--- src/shared/sdcr_consts.svh ---
// Constants of the synthesizer divider configuration registers.
// Assumes inclusion by bare name from the package and design files.
`ifndef SDCR_CONSTS_SVH
`define SDCR_CONSTS_SVH

// ----------------------------------------------------------------------
// Destination select codes (low three bits of each serial word)
// ----------------------------------------------------------------------
`define SDCR_SEL_HI 2
`define SDCR_SEL_LO 0
`define SDCR_SEL_INT_MSB 3'h0
`define SDCR_SEL_LSB_SUBUNIT_DIVIDE_VALUE 3'h1
`define SDCR_SEL_REF_DIV 3'h2

// ----------------------------------------------------------------------
// Integer/MSB-fraction word fields
// ----------------------------------------------------------------------
`define SDCR_RAMP_ON_BIT 31
`define SDCR_MUX_HI 30
`define SDCR_MUX_LO 27
`define SDCR_INT_HI 26
`define SDCR_INT_LO 15
`define SDCR_FMSB_HI 14
`define SDCR_FMSB_LO 3

// ----------------------------------------------------------------------
// LSB-fraction word fields
// ----------------------------------------------------------------------
`define SDCR_FLSB_HI 27
`define SDCR_FLSB_LO 15
`define SDCR_FLSB_W 13

// ----------------------------------------------------------------------
// Reference-divider word fields
// ----------------------------------------------------------------------
`define SDCR_CSR_BIT 28
`define SDCR_CP_HI 27
`define SDCR_CP_LO 24
`define SDCR_PRESC_BIT 22
`define SDCR_HALVER_BIT 21
`define SDCR_DOUBLER_BIT 20
`define SDCR_RCNT_HI 19
`define SDCR_RCNT_LO 15
`define SDCR_STEP_HI 14
`define SDCR_STEP_LO 3

// ----------------------------------------------------------------------
// Reset values
// ----------------------------------------------------------------------
`define SDCR_RST_WORD 32'h0000_0000
`define SDCR_RST_FLSB 13'h0000

`endif

--- src/shared/sdcr_pkg.sv ---
// Types shared by the synthesizer divider configuration registers.
// Assumes the constants header sits beside it on the include path.
package sdcr_pkg;
  `include "sdcr_consts.svh"

  // Serial word as shifted in
  typedef logic [31:0] sdcr_word_t;
  // Destination select code
  typedef logic [2:0] sdcr_sel_t;
  // Composed fraction word for the interpolator
  typedef logic [24:0] sdcr_subunit_divide_value_t;
endpackage : sdcr_pkg

--- src/rtl/sdcr_prog_div.sv ---
// Programmable tick divider: one output pulse per ratio input ticks.
// Assumes i_tick is a one-cycle pulse in the i_ref_clk domain.
`timescale 1ns/1ps
module sdcr_prog_div #(
  parameter int W = 5
) (
  // Clock and reset
  input wire logic i_ref_clk,
  input wire logic i_rst_b,
  // Ticks and ratio (zero means two to the W)
  input wire logic i_tick,
  input wire logic [W-1:0] i_ratio,
  output logic o_tick_ff
);

  logic [W-1:0] count_ff;
  logic [W-1:0] last;

  // Terminal count for the programmed ratio
  always_comb begin
    if (i_ratio == '0) begin
      last = '1;
    end else begin
      last = i_ratio - W'(1);
    end
  end

  // Count input ticks, wrap at the terminal count
  always_ff @(posedge i_ref_clk) begin
    if (!i_rst_b) begin
      count_ff <= '0;
    end else if (i_tick) begin
      if (count_ff >= last) begin
        count_ff <= '0;
      end else begin
        count_ff <= count_ff + W'(1);
      end
    end
  end

  // Output pulse on the wrapping tick
  always_ff @(posedge i_ref_clk) begin
    if (!i_rst_b) begin
      o_tick_ff <= 1'b0;
    end else begin
      o_tick_ff <= i_tick && (count_ff >= last);
    end
  end

endmodule : sdcr_prog_div

--- src/rtl/sdcr_regs.sv ---
// Serial-loaded configuration registers of a fractional-N synthesizer,
// with reference path (doubler, counter, halver) and ramp step timer.
// Assumes serial pins and reference input are synchronous to i_ref_clk.
//
// Functional notes
// - Low three bits pick destination word
// - Bit 31 turns ramp on
// - Bits 30..27 pick test output source
// - Twelve-bit integer division part
// - Fraction MSB 14..3, LSB 27..15
// - Fraction equals LSB plus MSB times 8192
// - LSB fraction is held in buffer
// - Cycle slip reduction bit enables feature
// - Bits 27..24 hold charge pump code
// - Bit 21 adds divide-by-two halver stage
// - Bit 20 doubles reference before counter
// - Active edges: falling, or both doubled
// - Reference counter divides by 1..32
// - Bits 14..3 set ramp step divider
`timescale 1ns/1ps
`include "sdcr_consts.svh"
module sdcr_regs
  import sdcr_pkg::*;
#(
  parameter int RCNT_W = 5,
  parameter int STEP_W = 12
) (
  // Clock and reset
  input wire logic i_ref_clk,
  input wire logic i_rst_b,
  // Three-wire serial port
  input wire logic i_ser_clk,
  input wire logic i_ser_data,
  input wire logic i_load_en,
  // Reference input
  input wire logic i_reference_input,
  // Integer/MSB-fraction settings
  output logic o_ramp_enable_ff,
  output logic [3:0] o_multiplexed_test_output_sel_ff,
  output logic [11:0] o_integer_ff,
  output sdcr_subunit_divide_value_t o_subunit_divide_value_ff,
  output logic o_subunit_divide_value_load_ff,
  // Reference-divider settings
  output logic o_cycle_slip_reduction_ff,
  output logic [3:0] o_cp_current_ff,
  output logic o_prescaler_sel_ff,
  output logic o_reference_halver_ff,
  output logic o_reference_doubler_ff,
  output logic [RCNT_W-1:0] o_ref_count_ff,
  output logic [STEP_W-1:0] o_ramp_step_timer_ff,
  // Reference path and ramp timing
  output logic o_pfd_tick_ff,
  output logic o_pfd_half_ff,
  output logic o_ramp_step_ff
);

  // --------------------------------------------------------------------
  // Serial port capture
  // --------------------------------------------------------------------
  sdcr_word_t shift_ff;
  logic ser_clk_d_ff;
  logic load_en_d_ff;
  logic ser_rise;
  logic load_rise;
  sdcr_sel_t sel;
  logic wr_int;
  logic wr_lsb;
  logic wr_ref;
  logic [`SDCR_FLSB_W-1:0] lsb_buf_ff;

  // Edge detection of serial clock and load enable
  always_ff @(posedge i_ref_clk) begin
    if (!i_rst_b) begin
      ser_clk_d_ff <= 1'b0;
      load_en_d_ff <= 1'b0;
    end else begin
      ser_clk_d_ff <= i_ser_clk;
      load_en_d_ff <= i_load_en;
    end
  end

  assign ser_rise = i_ser_clk && !ser_clk_d_ff;
  assign load_rise = i_load_en && !load_en_d_ff;

  // Data shifts in MSB first on each serial clock rise while load enable is low
  always_ff @(posedge i_ref_clk) begin
    if (!i_rst_b) begin
      shift_ff <= `SDCR_RST_WORD;
    end else if (ser_rise && !i_load_en) begin
      shift_ff <= {shift_ff[30:0], i_ser_data};
    end
  end

  // Destination decode on load enable rise
  assign sel = shift_ff[`SDCR_SEL_HI:`SDCR_SEL_LO];
  assign wr_int = load_rise && (sel == `SDCR_SEL_INT_MSB);
  assign wr_lsb = load_rise && (sel == `SDCR_SEL_LSB_SUBUNIT_DIVIDE_VALUE);
  assign wr_ref = load_rise && (sel == `SDCR_SEL_REF_DIV);

  // --------------------------------------------------------------------
  // Integer/MSB-fraction word and buffered LSB fraction
  // --------------------------------------------------------------------
  // Buffered LSB waits for the next integer word
  always_ff @(posedge i_ref_clk) begin
    if (!i_rst_b) begin
      lsb_buf_ff <= `SDCR_RST_FLSB;
    end else if (wr_lsb) begin
      lsb_buf_ff <= shift_ff[`SDCR_FLSB_HI:`SDCR_FLSB_LO];
    end
  end

  // Integer word loads all fields and the composed fraction
  always_ff @(posedge i_ref_clk) begin
    if (!i_rst_b) begin
      o_ramp_enable_ff <= 1'b0;
      o_multiplexed_test_output_sel_ff <= 4'h0;
      o_integer_ff <= 12'h000;
      o_subunit_divide_value_ff <= '0;
    end else if (wr_int) begin
      o_ramp_enable_ff <= shift_ff[`SDCR_RAMP_ON_BIT];
      o_multiplexed_test_output_sel_ff <= shift_ff[`SDCR_MUX_HI:`SDCR_MUX_LO];
      o_integer_ff <= shift_ff[`SDCR_INT_HI:`SDCR_INT_LO];
      // MSB times 8192 plus LSB is a plain concatenation
      o_subunit_divide_value_ff <= {shift_ff[`SDCR_FMSB_HI:`SDCR_FMSB_LO],
                                    lsb_buf_ff};
    end
  end

  // Strobe to the interpolator that a new value is active
  always_ff @(posedge i_ref_clk) begin
    if (!i_rst_b) begin
      o_subunit_divide_value_load_ff <= 1'b0;
    end else begin
      o_subunit_divide_value_load_ff <= wr_int;
    end
  end

  // --------------------------------------------------------------------
  // Reference-divider word
  // --------------------------------------------------------------------
  always_ff @(posedge i_ref_clk) begin
    if (!i_rst_b) begin
      o_cycle_slip_reduction_ff <= 1'b0;
      o_cp_current_ff <= 4'h0;
      o_prescaler_sel_ff <= 1'b0;
      o_reference_halver_ff <= 1'b0;
      o_reference_doubler_ff <= 1'b0;
      o_ref_count_ff <= '0;
      o_ramp_step_timer_ff <= '0;
    end else if (wr_ref) begin
      o_cycle_slip_reduction_ff <= shift_ff[`SDCR_CSR_BIT];
      o_cp_current_ff <= shift_ff[`SDCR_CP_HI:`SDCR_CP_LO];
      o_prescaler_sel_ff <= shift_ff[`SDCR_PRESC_BIT];
      o_reference_halver_ff <= shift_ff[`SDCR_HALVER_BIT];
      o_reference_doubler_ff <= shift_ff[`SDCR_DOUBLER_BIT];
      o_ref_count_ff <= shift_ff[`SDCR_RCNT_HI:`SDCR_RCNT_LO];
      o_ramp_step_timer_ff <= shift_ff[`SDCR_STEP_HI:`SDCR_STEP_LO];
    end
  end

  // --------------------------------------------------------------------
  // Reference path: edge select, counter, halver
  // --------------------------------------------------------------------
  logic ref_d_ff;
  logic ref_rise;
  logic ref_fall;
  logic ref_tick;
  logic r_tick;
  logic pfd_tick;

  // Previous reference level for edge detection
  always_ff @(posedge i_ref_clk) begin
    if (!i_rst_b) begin
      ref_d_ff <= 1'b0;
    end else begin
      ref_d_ff <= i_reference_input;
    end
  end

  assign ref_rise = i_reference_input && !ref_d_ff;
  assign ref_fall = !i_reference_input && ref_d_ff;
  // Falling edge only, or both edges when doubled
  assign ref_tick = o_reference_doubler_ff ?
                    (ref_rise || ref_fall) : ref_fall;

  // Reference counter, code zero divides by 32
  sdcr_prog_div #(
    .W(RCNT_W)
  ) u_ref_count (
    .i_ref_clk(i_ref_clk),
    .i_rst_b(i_rst_b),
    .i_tick(ref_tick),
    .i_ratio(o_ref_count_ff),
    .o_tick_ff(r_tick)
  );

  // Toggle stage for 50% duty at the detector
  always_ff @(posedge i_ref_clk) begin
    if (!i_rst_b) begin
      o_pfd_half_ff <= 1'b0;
    end else if (r_tick) begin
      o_pfd_half_ff <= !o_pfd_half_ff;
    end
  end

  assign pfd_tick = o_reference_halver_ff ? (r_tick && o_pfd_half_ff) : r_tick;

  // Registered detector reference tick
  always_ff @(posedge i_ref_clk) begin
    if (!i_rst_b) begin
      o_pfd_tick_ff <= 1'b0;
    end else begin
      o_pfd_tick_ff <= pfd_tick;
    end
  end

  // --------------------------------------------------------------------
  // Ramp step timer, counts detector ticks while ramp is on
  // --------------------------------------------------------------------
  sdcr_prog_div #(
    .W(STEP_W)
  ) u_step_timer (
    .i_ref_clk(i_ref_clk),
    .i_rst_b(i_rst_b),
    .i_tick(o_pfd_tick_ff && o_ramp_enable_ff),
    .i_ratio(o_ramp_step_timer_ff),
    .o_tick_ff(o_ramp_step_ff)
  );

  // --------------------------------------------------------------------
  // Assertions
  // --------------------------------------------------------------------
  logic [12:0] lsb_word_ff;

  // Separate copy of the last LSB word, for the apply check
  always_ff @(posedge i_ref_clk) begin
    if (!i_rst_b) begin
      lsb_word_ff <= 13'h0000;
    end else if (load_rise && (shift_ff[2:0] == 3'h1)) begin
      lsb_word_ff <= shift_ff[27:15];
    end
  end
endmodule : sdcr_regs

--- config.mk ---
export PLATFORM = sky130hd
export DESIGN_NAME = sdcr_regs
export DESIGN_NICKNAME = d
export VERILOG_FILES = /design/src/shared/sdcr_pkg.sv /design/src/rtl/sdcr_prog_div.sv /design/src/rtl/sdcr_regs.sv
export VERILOG_INCLUDE_DIRS = /design/src /design/src/shared
export SDC_FILE = /design/constraint.sdc
export NUM_CORES = 1
export LEC_CHECK = 0
export BUFFER_PORTS_ARGS = -buffer_cell sky130_fd_sc_hd__buf_2
export CORE_ASPECT_RATIO = 1.75
export CORE_UTILIZATION = 45
export CTS_CLUSTER_SIZE = 24
export DETAILED_ROUTE_END_ITERATION = 7
export MAX_ROUTING_LAYER = met4
export PLACE_DENSITY = 0.74
export SLEW_MARGIN = 25
export SYNTH_ARGS = -nofsm -noshare
export SYNTH_HDL_FRONTEND = slang
export SYNTH_HIERARCHICAL = 1
export SYNTH_SLANG_ARGS = --single-unit
--- constraint.sdc ---
create_clock -name i_ref_clk -period 3.47 [get_ports i_ref_clk]
set_input_delay 0.5205 -clock i_ref_clk [delete_from_list [all_inputs] [get_ports i_ref_clk]]
set_output_delay 0.5205 -clock i_ref_clk [all_outputs]
set_load 0.01 [all_outputs]
# Yosys cells after proc, flatten, opt, wreduce, memory -nomap -nowiden
# Cells that the tools add are included.
# totals
ramBits	0
register_bits	137
wordCells	59
n_memories	0
inputBits	6
latchBits	0
rom_bits	0
out_inout_bits	71
# op_classes
magnitude_cmp	2
div	0
shifts	0
bitwise_logic	0
muxes	6
n_mul	0
n_eq_ne	2
reduce_logical	22
addsub	4
# ops
operator	count
2-to-1 mux 12 bit	2
adder 12 x 1 -> 12 bit, second input constant	1
>= comparator 12 bit	1
logical AND 1 bit	12
logical NOT 12 bit	1
subtractor 12 x 1 -> 12 bit, second input constant	1
2-to-1 mux 5 bit	2
logical NOT 1 bit	6
adder 5 x 1 -> 5 bit, second input constant	1
>= comparator 5 bit	1
logical NOT 5 bit	1
subtractor 5 x 1 -> 5 bit, second input constant	1
== test 3 x 1 -> 1 bit, second input constant	1
== test 3 x 2 -> 1 bit, second input constant	1
logical NOT 3 bit	1
2-to-1 mux 1 bit	2
logical OR 1 bit	1

# Longest topological paths before layout
# logic_depth
word_depth	5
ltp_mapped	13
depth_no_buf	13

# Hierarchy
# Netlist, hierarchy kept.
# by_module_without_submodules
module	cells_per_inst	instances	seq_area_each_um2	area_each_um2
sdcr_regs	456	1	2362.3	4371.7
sdcr_prog_div (u_step_timer)	138	1	260.2	1069.8
sdcr_prog_div (u_ref_count)	55	1	120.1	461.7

# Worst setup path after synthesis
# OpenSTA, ideal clock, no wires.
# synth_path
path_type	flip-flop to flip-flop
start	register o_ramp_step_timer_ff[0]
end	register u_step_timer.o_tick_ff
path_stages_with_launch	14
arrival_time_ns	3.345
t_required_ns	3.409
setup_slack_ns	0.064
cell_sequence	dfxtp_1 inv_1 ha_1 or3b_4 or4_4 nor3_2 nor2_1 o31a_1 ha_1 and4_1 nor4b_1 o31ai_1 a21boi_1 and2_1
# synth_between
elab_chain_cells	4
word_cells_on_any_way	5
cone_classes	add/sub (1); order compare (1); mux (1); reduce/logical (2)
# synth_rtl
item	line_no	rtl
from (decl)	sdcr_regs.sv:50	output logic [STEP_W-1:0] o_ramp_step_timer_ff,
from (signal assigned)	sdcr_regs.sv:157	o_ramp_step_timer_ff <= shift_ff[`SDCR_STEP_HI:`SDCR_STEP_LO];
subtractor 12 x 1 -> 12 bit / logical NOT 12 bit (equally long branches)	sdcr_prog_div.sv:24, sdcr_prog_div.sv:21	
2-to-1 mux 12 bit *	sdcr_prog_div.sv:21	if (i_ratio == '0) begin
>= comparator 12 bit *	sdcr_prog_div.sv:46	o_tick_ff <= i_tick && (count_ff >= last);
logical AND 1 bit *	sdcr_prog_div.sv:46	
to (signal assigned)	sdcr_prog_div.sv:46	
to (decl)	sdcr_prog_div.sv:13	output logic o_tick_ff
# Mark *: on every way between the ends. The rest lies on a longest branch, timed or not.
# A chain may end at the register's enable or synchronous reset.

# Final worst setup path
# layout_path
start	register o_ramp_step_timer_ff[1]
end	register u_step_timer.o_tick_ff
# The elaborated chain is that of the path after synthesis.

==> run_results.csv <==
group,metric,value,unit
clocking,htreeDepth,4,
yosys,synth-compound-area-share,0.0812,
setup_path,cp_slowest_cell,"or4_4",
routing,vias,4637,
grt,grt_pass1_wl,21200,µm
final_layout,stdcell_area,7120,µm²
yosys,synth_top_area_share,0.465,
pwr,clockPowerShare,0.520,
yosys,synth_cells,649,
clocking,cts_hold_buf,0,
die,row_count,55,
pwr,p_per_area,496,nW/µm²
setup_path,path_cells,"inv_2 -> ha_4 -> or3b_4 -> or4_4 -> nor3_4 -> nor2_2 -> o31a_1 -> ha_4 -> and4_1 -> nor4b_4 -> o31ai_4 -> a21boi_2 -> buf_6 -> and2_1",
clocking,clock_latency,0.41,ns
grt,grt_pass1_vias,4547,
routing,wl_met3,327,µm
yosys,synth_edf_count,0,
pwr,peakVddDrop,0.000318,V
clocking,clkSinkCount,137,
clocking,cts_tree,"built",
yosys,yosys-top-cells-count,"nand2_1, dfxtp_1, mux2i_1",
pwr,seq_power_share,0.449,
yosys,yosysUniqueCellTypes,46,
timing,min_period_over_period,0.994,
timing,period_minus_slack,3.45,ns
setup_path,path_class,"reg -> reg",
yosys,yosys.area.top_type,"dfxtp_1",
placed_design,dp_hpwl,8850,µm
setup_path,cp_max_fo,5,
pwr,swShare,0.211,
routing,top_layer,"met4",
setup_path,end_kind,"flop",
final_layout,area_delta_synth_final,20.6,%
routing,drc_errors,0,
placed_design,portBuffers,76,
timing,fin_ws,0.0221,ns
yosys,yosysSeqAreaShare,0.465,
setup_path,cp.arrival,3.80,ns
yosys,yosys.area_share.xor_xnor,0.0297,
hold_path,hold_class,"in -> reg",
yosys,syn_area_per_cell,9.10,µm²
routing,dr.pass1.iters,4,
die,die_w,88.6,µm
setup_path,cp_slowest_stage_delay,0.54,ns
clocking,clock_path_buffers,2,
die,core,12900,µm²
yosys,synth_ff_type,"dfxtp_1",
pwr,p_int,2.78,mW
yosys,yosys.area_share.adder,0.0466,
yosys,synth_top_family_by_area,"simple AND/OR/NAND/NOR gates",
routing,via_per_inst,5.13,
clocking,clk_pin_slew_worst_paths,0.06,ns
grt,grt_overflow_total,0,
setup_path,reg2reg_depth,14,
routing,wl_per_cell,14.6,µm
placed_design,place_area,6400,µm²
final_layout,layout.nets,748,
final_layout,drive_gt1_frac,0.187,
die,die-area,13600,µm²
pwr,leakagePower,3.21,nW
setup_path,setup.worst_path.start_class,"flop",
yosys,ys_ff_latch,137,
pwr,pwr-share-comb,0.031,
final_layout,fin_util,0.553,
final_layout,nFillCells,1139,
timing,max_freq,290,MHz
routing,wirelength_met1,5260,µm
die,ios,77,
timing,finalHoldViolations,0,
setup_path,critPathMostFrequentCell,"ha_4",
timing,slew_violations,0,
timing,relSlewSlack,0.460,
timing,setup-tns-final,0,ns
hold_path,hold_depth,2,
routing,drtIter0Drc,224,
job,cap_violations,0,
yosys,ys_top_cells_by_area,"dfxtp_1, mux2i_1, nand2_1",
yosys,synth_warnings,6,
routing,met2_length,7380,µm
timing,tightest_slew,0.808,ns
grt,grt.total_usage,0.206,
yosys,synth_area,5900,µm²
outcome,status,"finished, final reports clean",
die,start_util,0.459,
placed_design,place_ws,0.0670,ns
routing,drt_wl_total,13200,µm
die,die_h,154,µm
yosys,synth_fp_nets,677,
timing,skew,0.00872,ns
setup_path,critPathRequiredTime,3.82,ns
final_layout,diodes,0,
grt,antenna_found_initial,0,
clocking,clockRootBuffer,"clkbuf_16",
clocking,cts_made_buffers,17,
routing,ant_nets,0,
pwr,switchingPower,0.746,mW
yosys,synthArstFlopShare,0,
timing,holdWs,0.335,ns
placed_design,routabilityCongestion,0.826,
timing,setup_violations,0,
yosys,yosysMostFrequentCell,"nand2_1",
yosys,synth.area.mux_share,0.137,
grt,grt_max_degree,92,
yosys,yosys.area_share.simple,0.202,
final cells by class:
cell class	instances	area (µm²)	area share
tap	171	214	0.0301
clock inverter	11	146	0.0206
inverter	13	48.8	0.00685
multi-input combinational	464	3010	0.422
sequential	137	2750	0.386
clock buffer	21	460	0.0647
timing repair buffer	87	498	0.0699
flip-flops by register name, indices dropped and copies added (netlist names), 4 cells and up:
register and count:
o_ref_count_ff 5, o_integer_ff 12, o_ramp_step_timer_ff 12, o_subunit_divide_value_ff 25, u_step_timer/count_ff 12, lsb_buf_ff 13
o_cp_current_ff 4, u_ref_count/count_ff 5, o_multiplexed_test_output_sel_ff 4, shift_ff 32
power by group through the flow:
| stage | logic, mW | registers (mW) | clock network (mW) |
|---|---|---|---|
| 3_3_place_gp | 0.108 | 1.62 | 0 |
| 2_1_floorplan | 0.0913 | 1.62 | 0 |
| 5_1_grt | 0.119 | 1.58 | 1.93 |
| 6_report | 0.109 | 1.58 | 1.84 |
| 4_1_cts | 0.110 | 1.58 | 1.86 |
| 3_5_place_dp | 0.110 | 1.62 | 0 |
worst paths after layout:
| path | start | to | slack, ns |
|---|---|---|---|
| worst max-delay path | o_ramp_step_timer_ff[1] | u_step_timer/o_tick_ff | 0.02 |
| worst min-delay path | i_reference_input | ref_d_ff | 0.34 |
| worst max register to register | o_ramp_step_timer_ff[1] | u_step_timer/o_tick_ff | 0.02 |
| worst min register to register | o_subunit_divide_value_ff[1] | o_subunit_divide_value_ff[1] | 0.45 |
worst max-delay path: cells and delay by family, from the launching register on:
kind / cells / cell delay [ns]
AND/OR/NAND/NOR: 7 / 1.70
AO/OA/AOI/OAI: 3 / 0.71
adder cells (fa/ha/maj): 2 / 0.41
flip-flops: 1 / 0.35
buffers and inverters: 2 / 0.22
cells in the final DEF (no fill, tap or decap), drive strengths merged, types with 6 or more instances in the layout:
| cell | Yosys | final |
|---|---|---|
| nand2 | 198 | 198 |
| dfxtp | 137 | 137 |
| buf | 11 | 87 |
| mux2i | 81 | 81 |
| a21boi | 35 | 35 |
| nor2 | 23 | 23 |
| ha | 22 | 22 |
| clkbuf | 24 | 21 |
| inv | 13 | 13 |
| a21oi | 12 | 12 |
| xnor2 | 11 | 11 |
| xor2 | 9 | 9 |
| o21ai | 9 | 9 |
| and2 | 7 | 7 |
| nand3 | 6 | 6 |
| nor3 | 6 | 6 |
logic make-up after synthesis:
family	count (synthesis)
simple gates	272
flops	137
mux	81
compound gates	69
buf+inv	48
fa+ha+maj	22
xor+xnor	20
metal layers:
metal / GRT usage / vias to the layer above
li1: - / 2310
met1: 0.225 / 2222
met2: 0.356 / 87
met3: 0.0365 / 18
met4: 0.0906 / 0
met5: - / -
timing repair:
| action | CTS | global route |
|---|---|---|
| resized for setup | 0 | 18 |
| endpoints found under the setup margin | 0 | 13 |
| setup buffers | 0 | 3 |
stage by stage:
step / cells / total power [mW]
detailed placement: 868 / 1.73
CTS: 900 / 3.56
global route: 904 / 3.63
finish: 904 / 3.53
floorplan: 649 / 1.71
global placement: 868 / 1.73
Note: power is estimated with default switching activity, not from simulation.
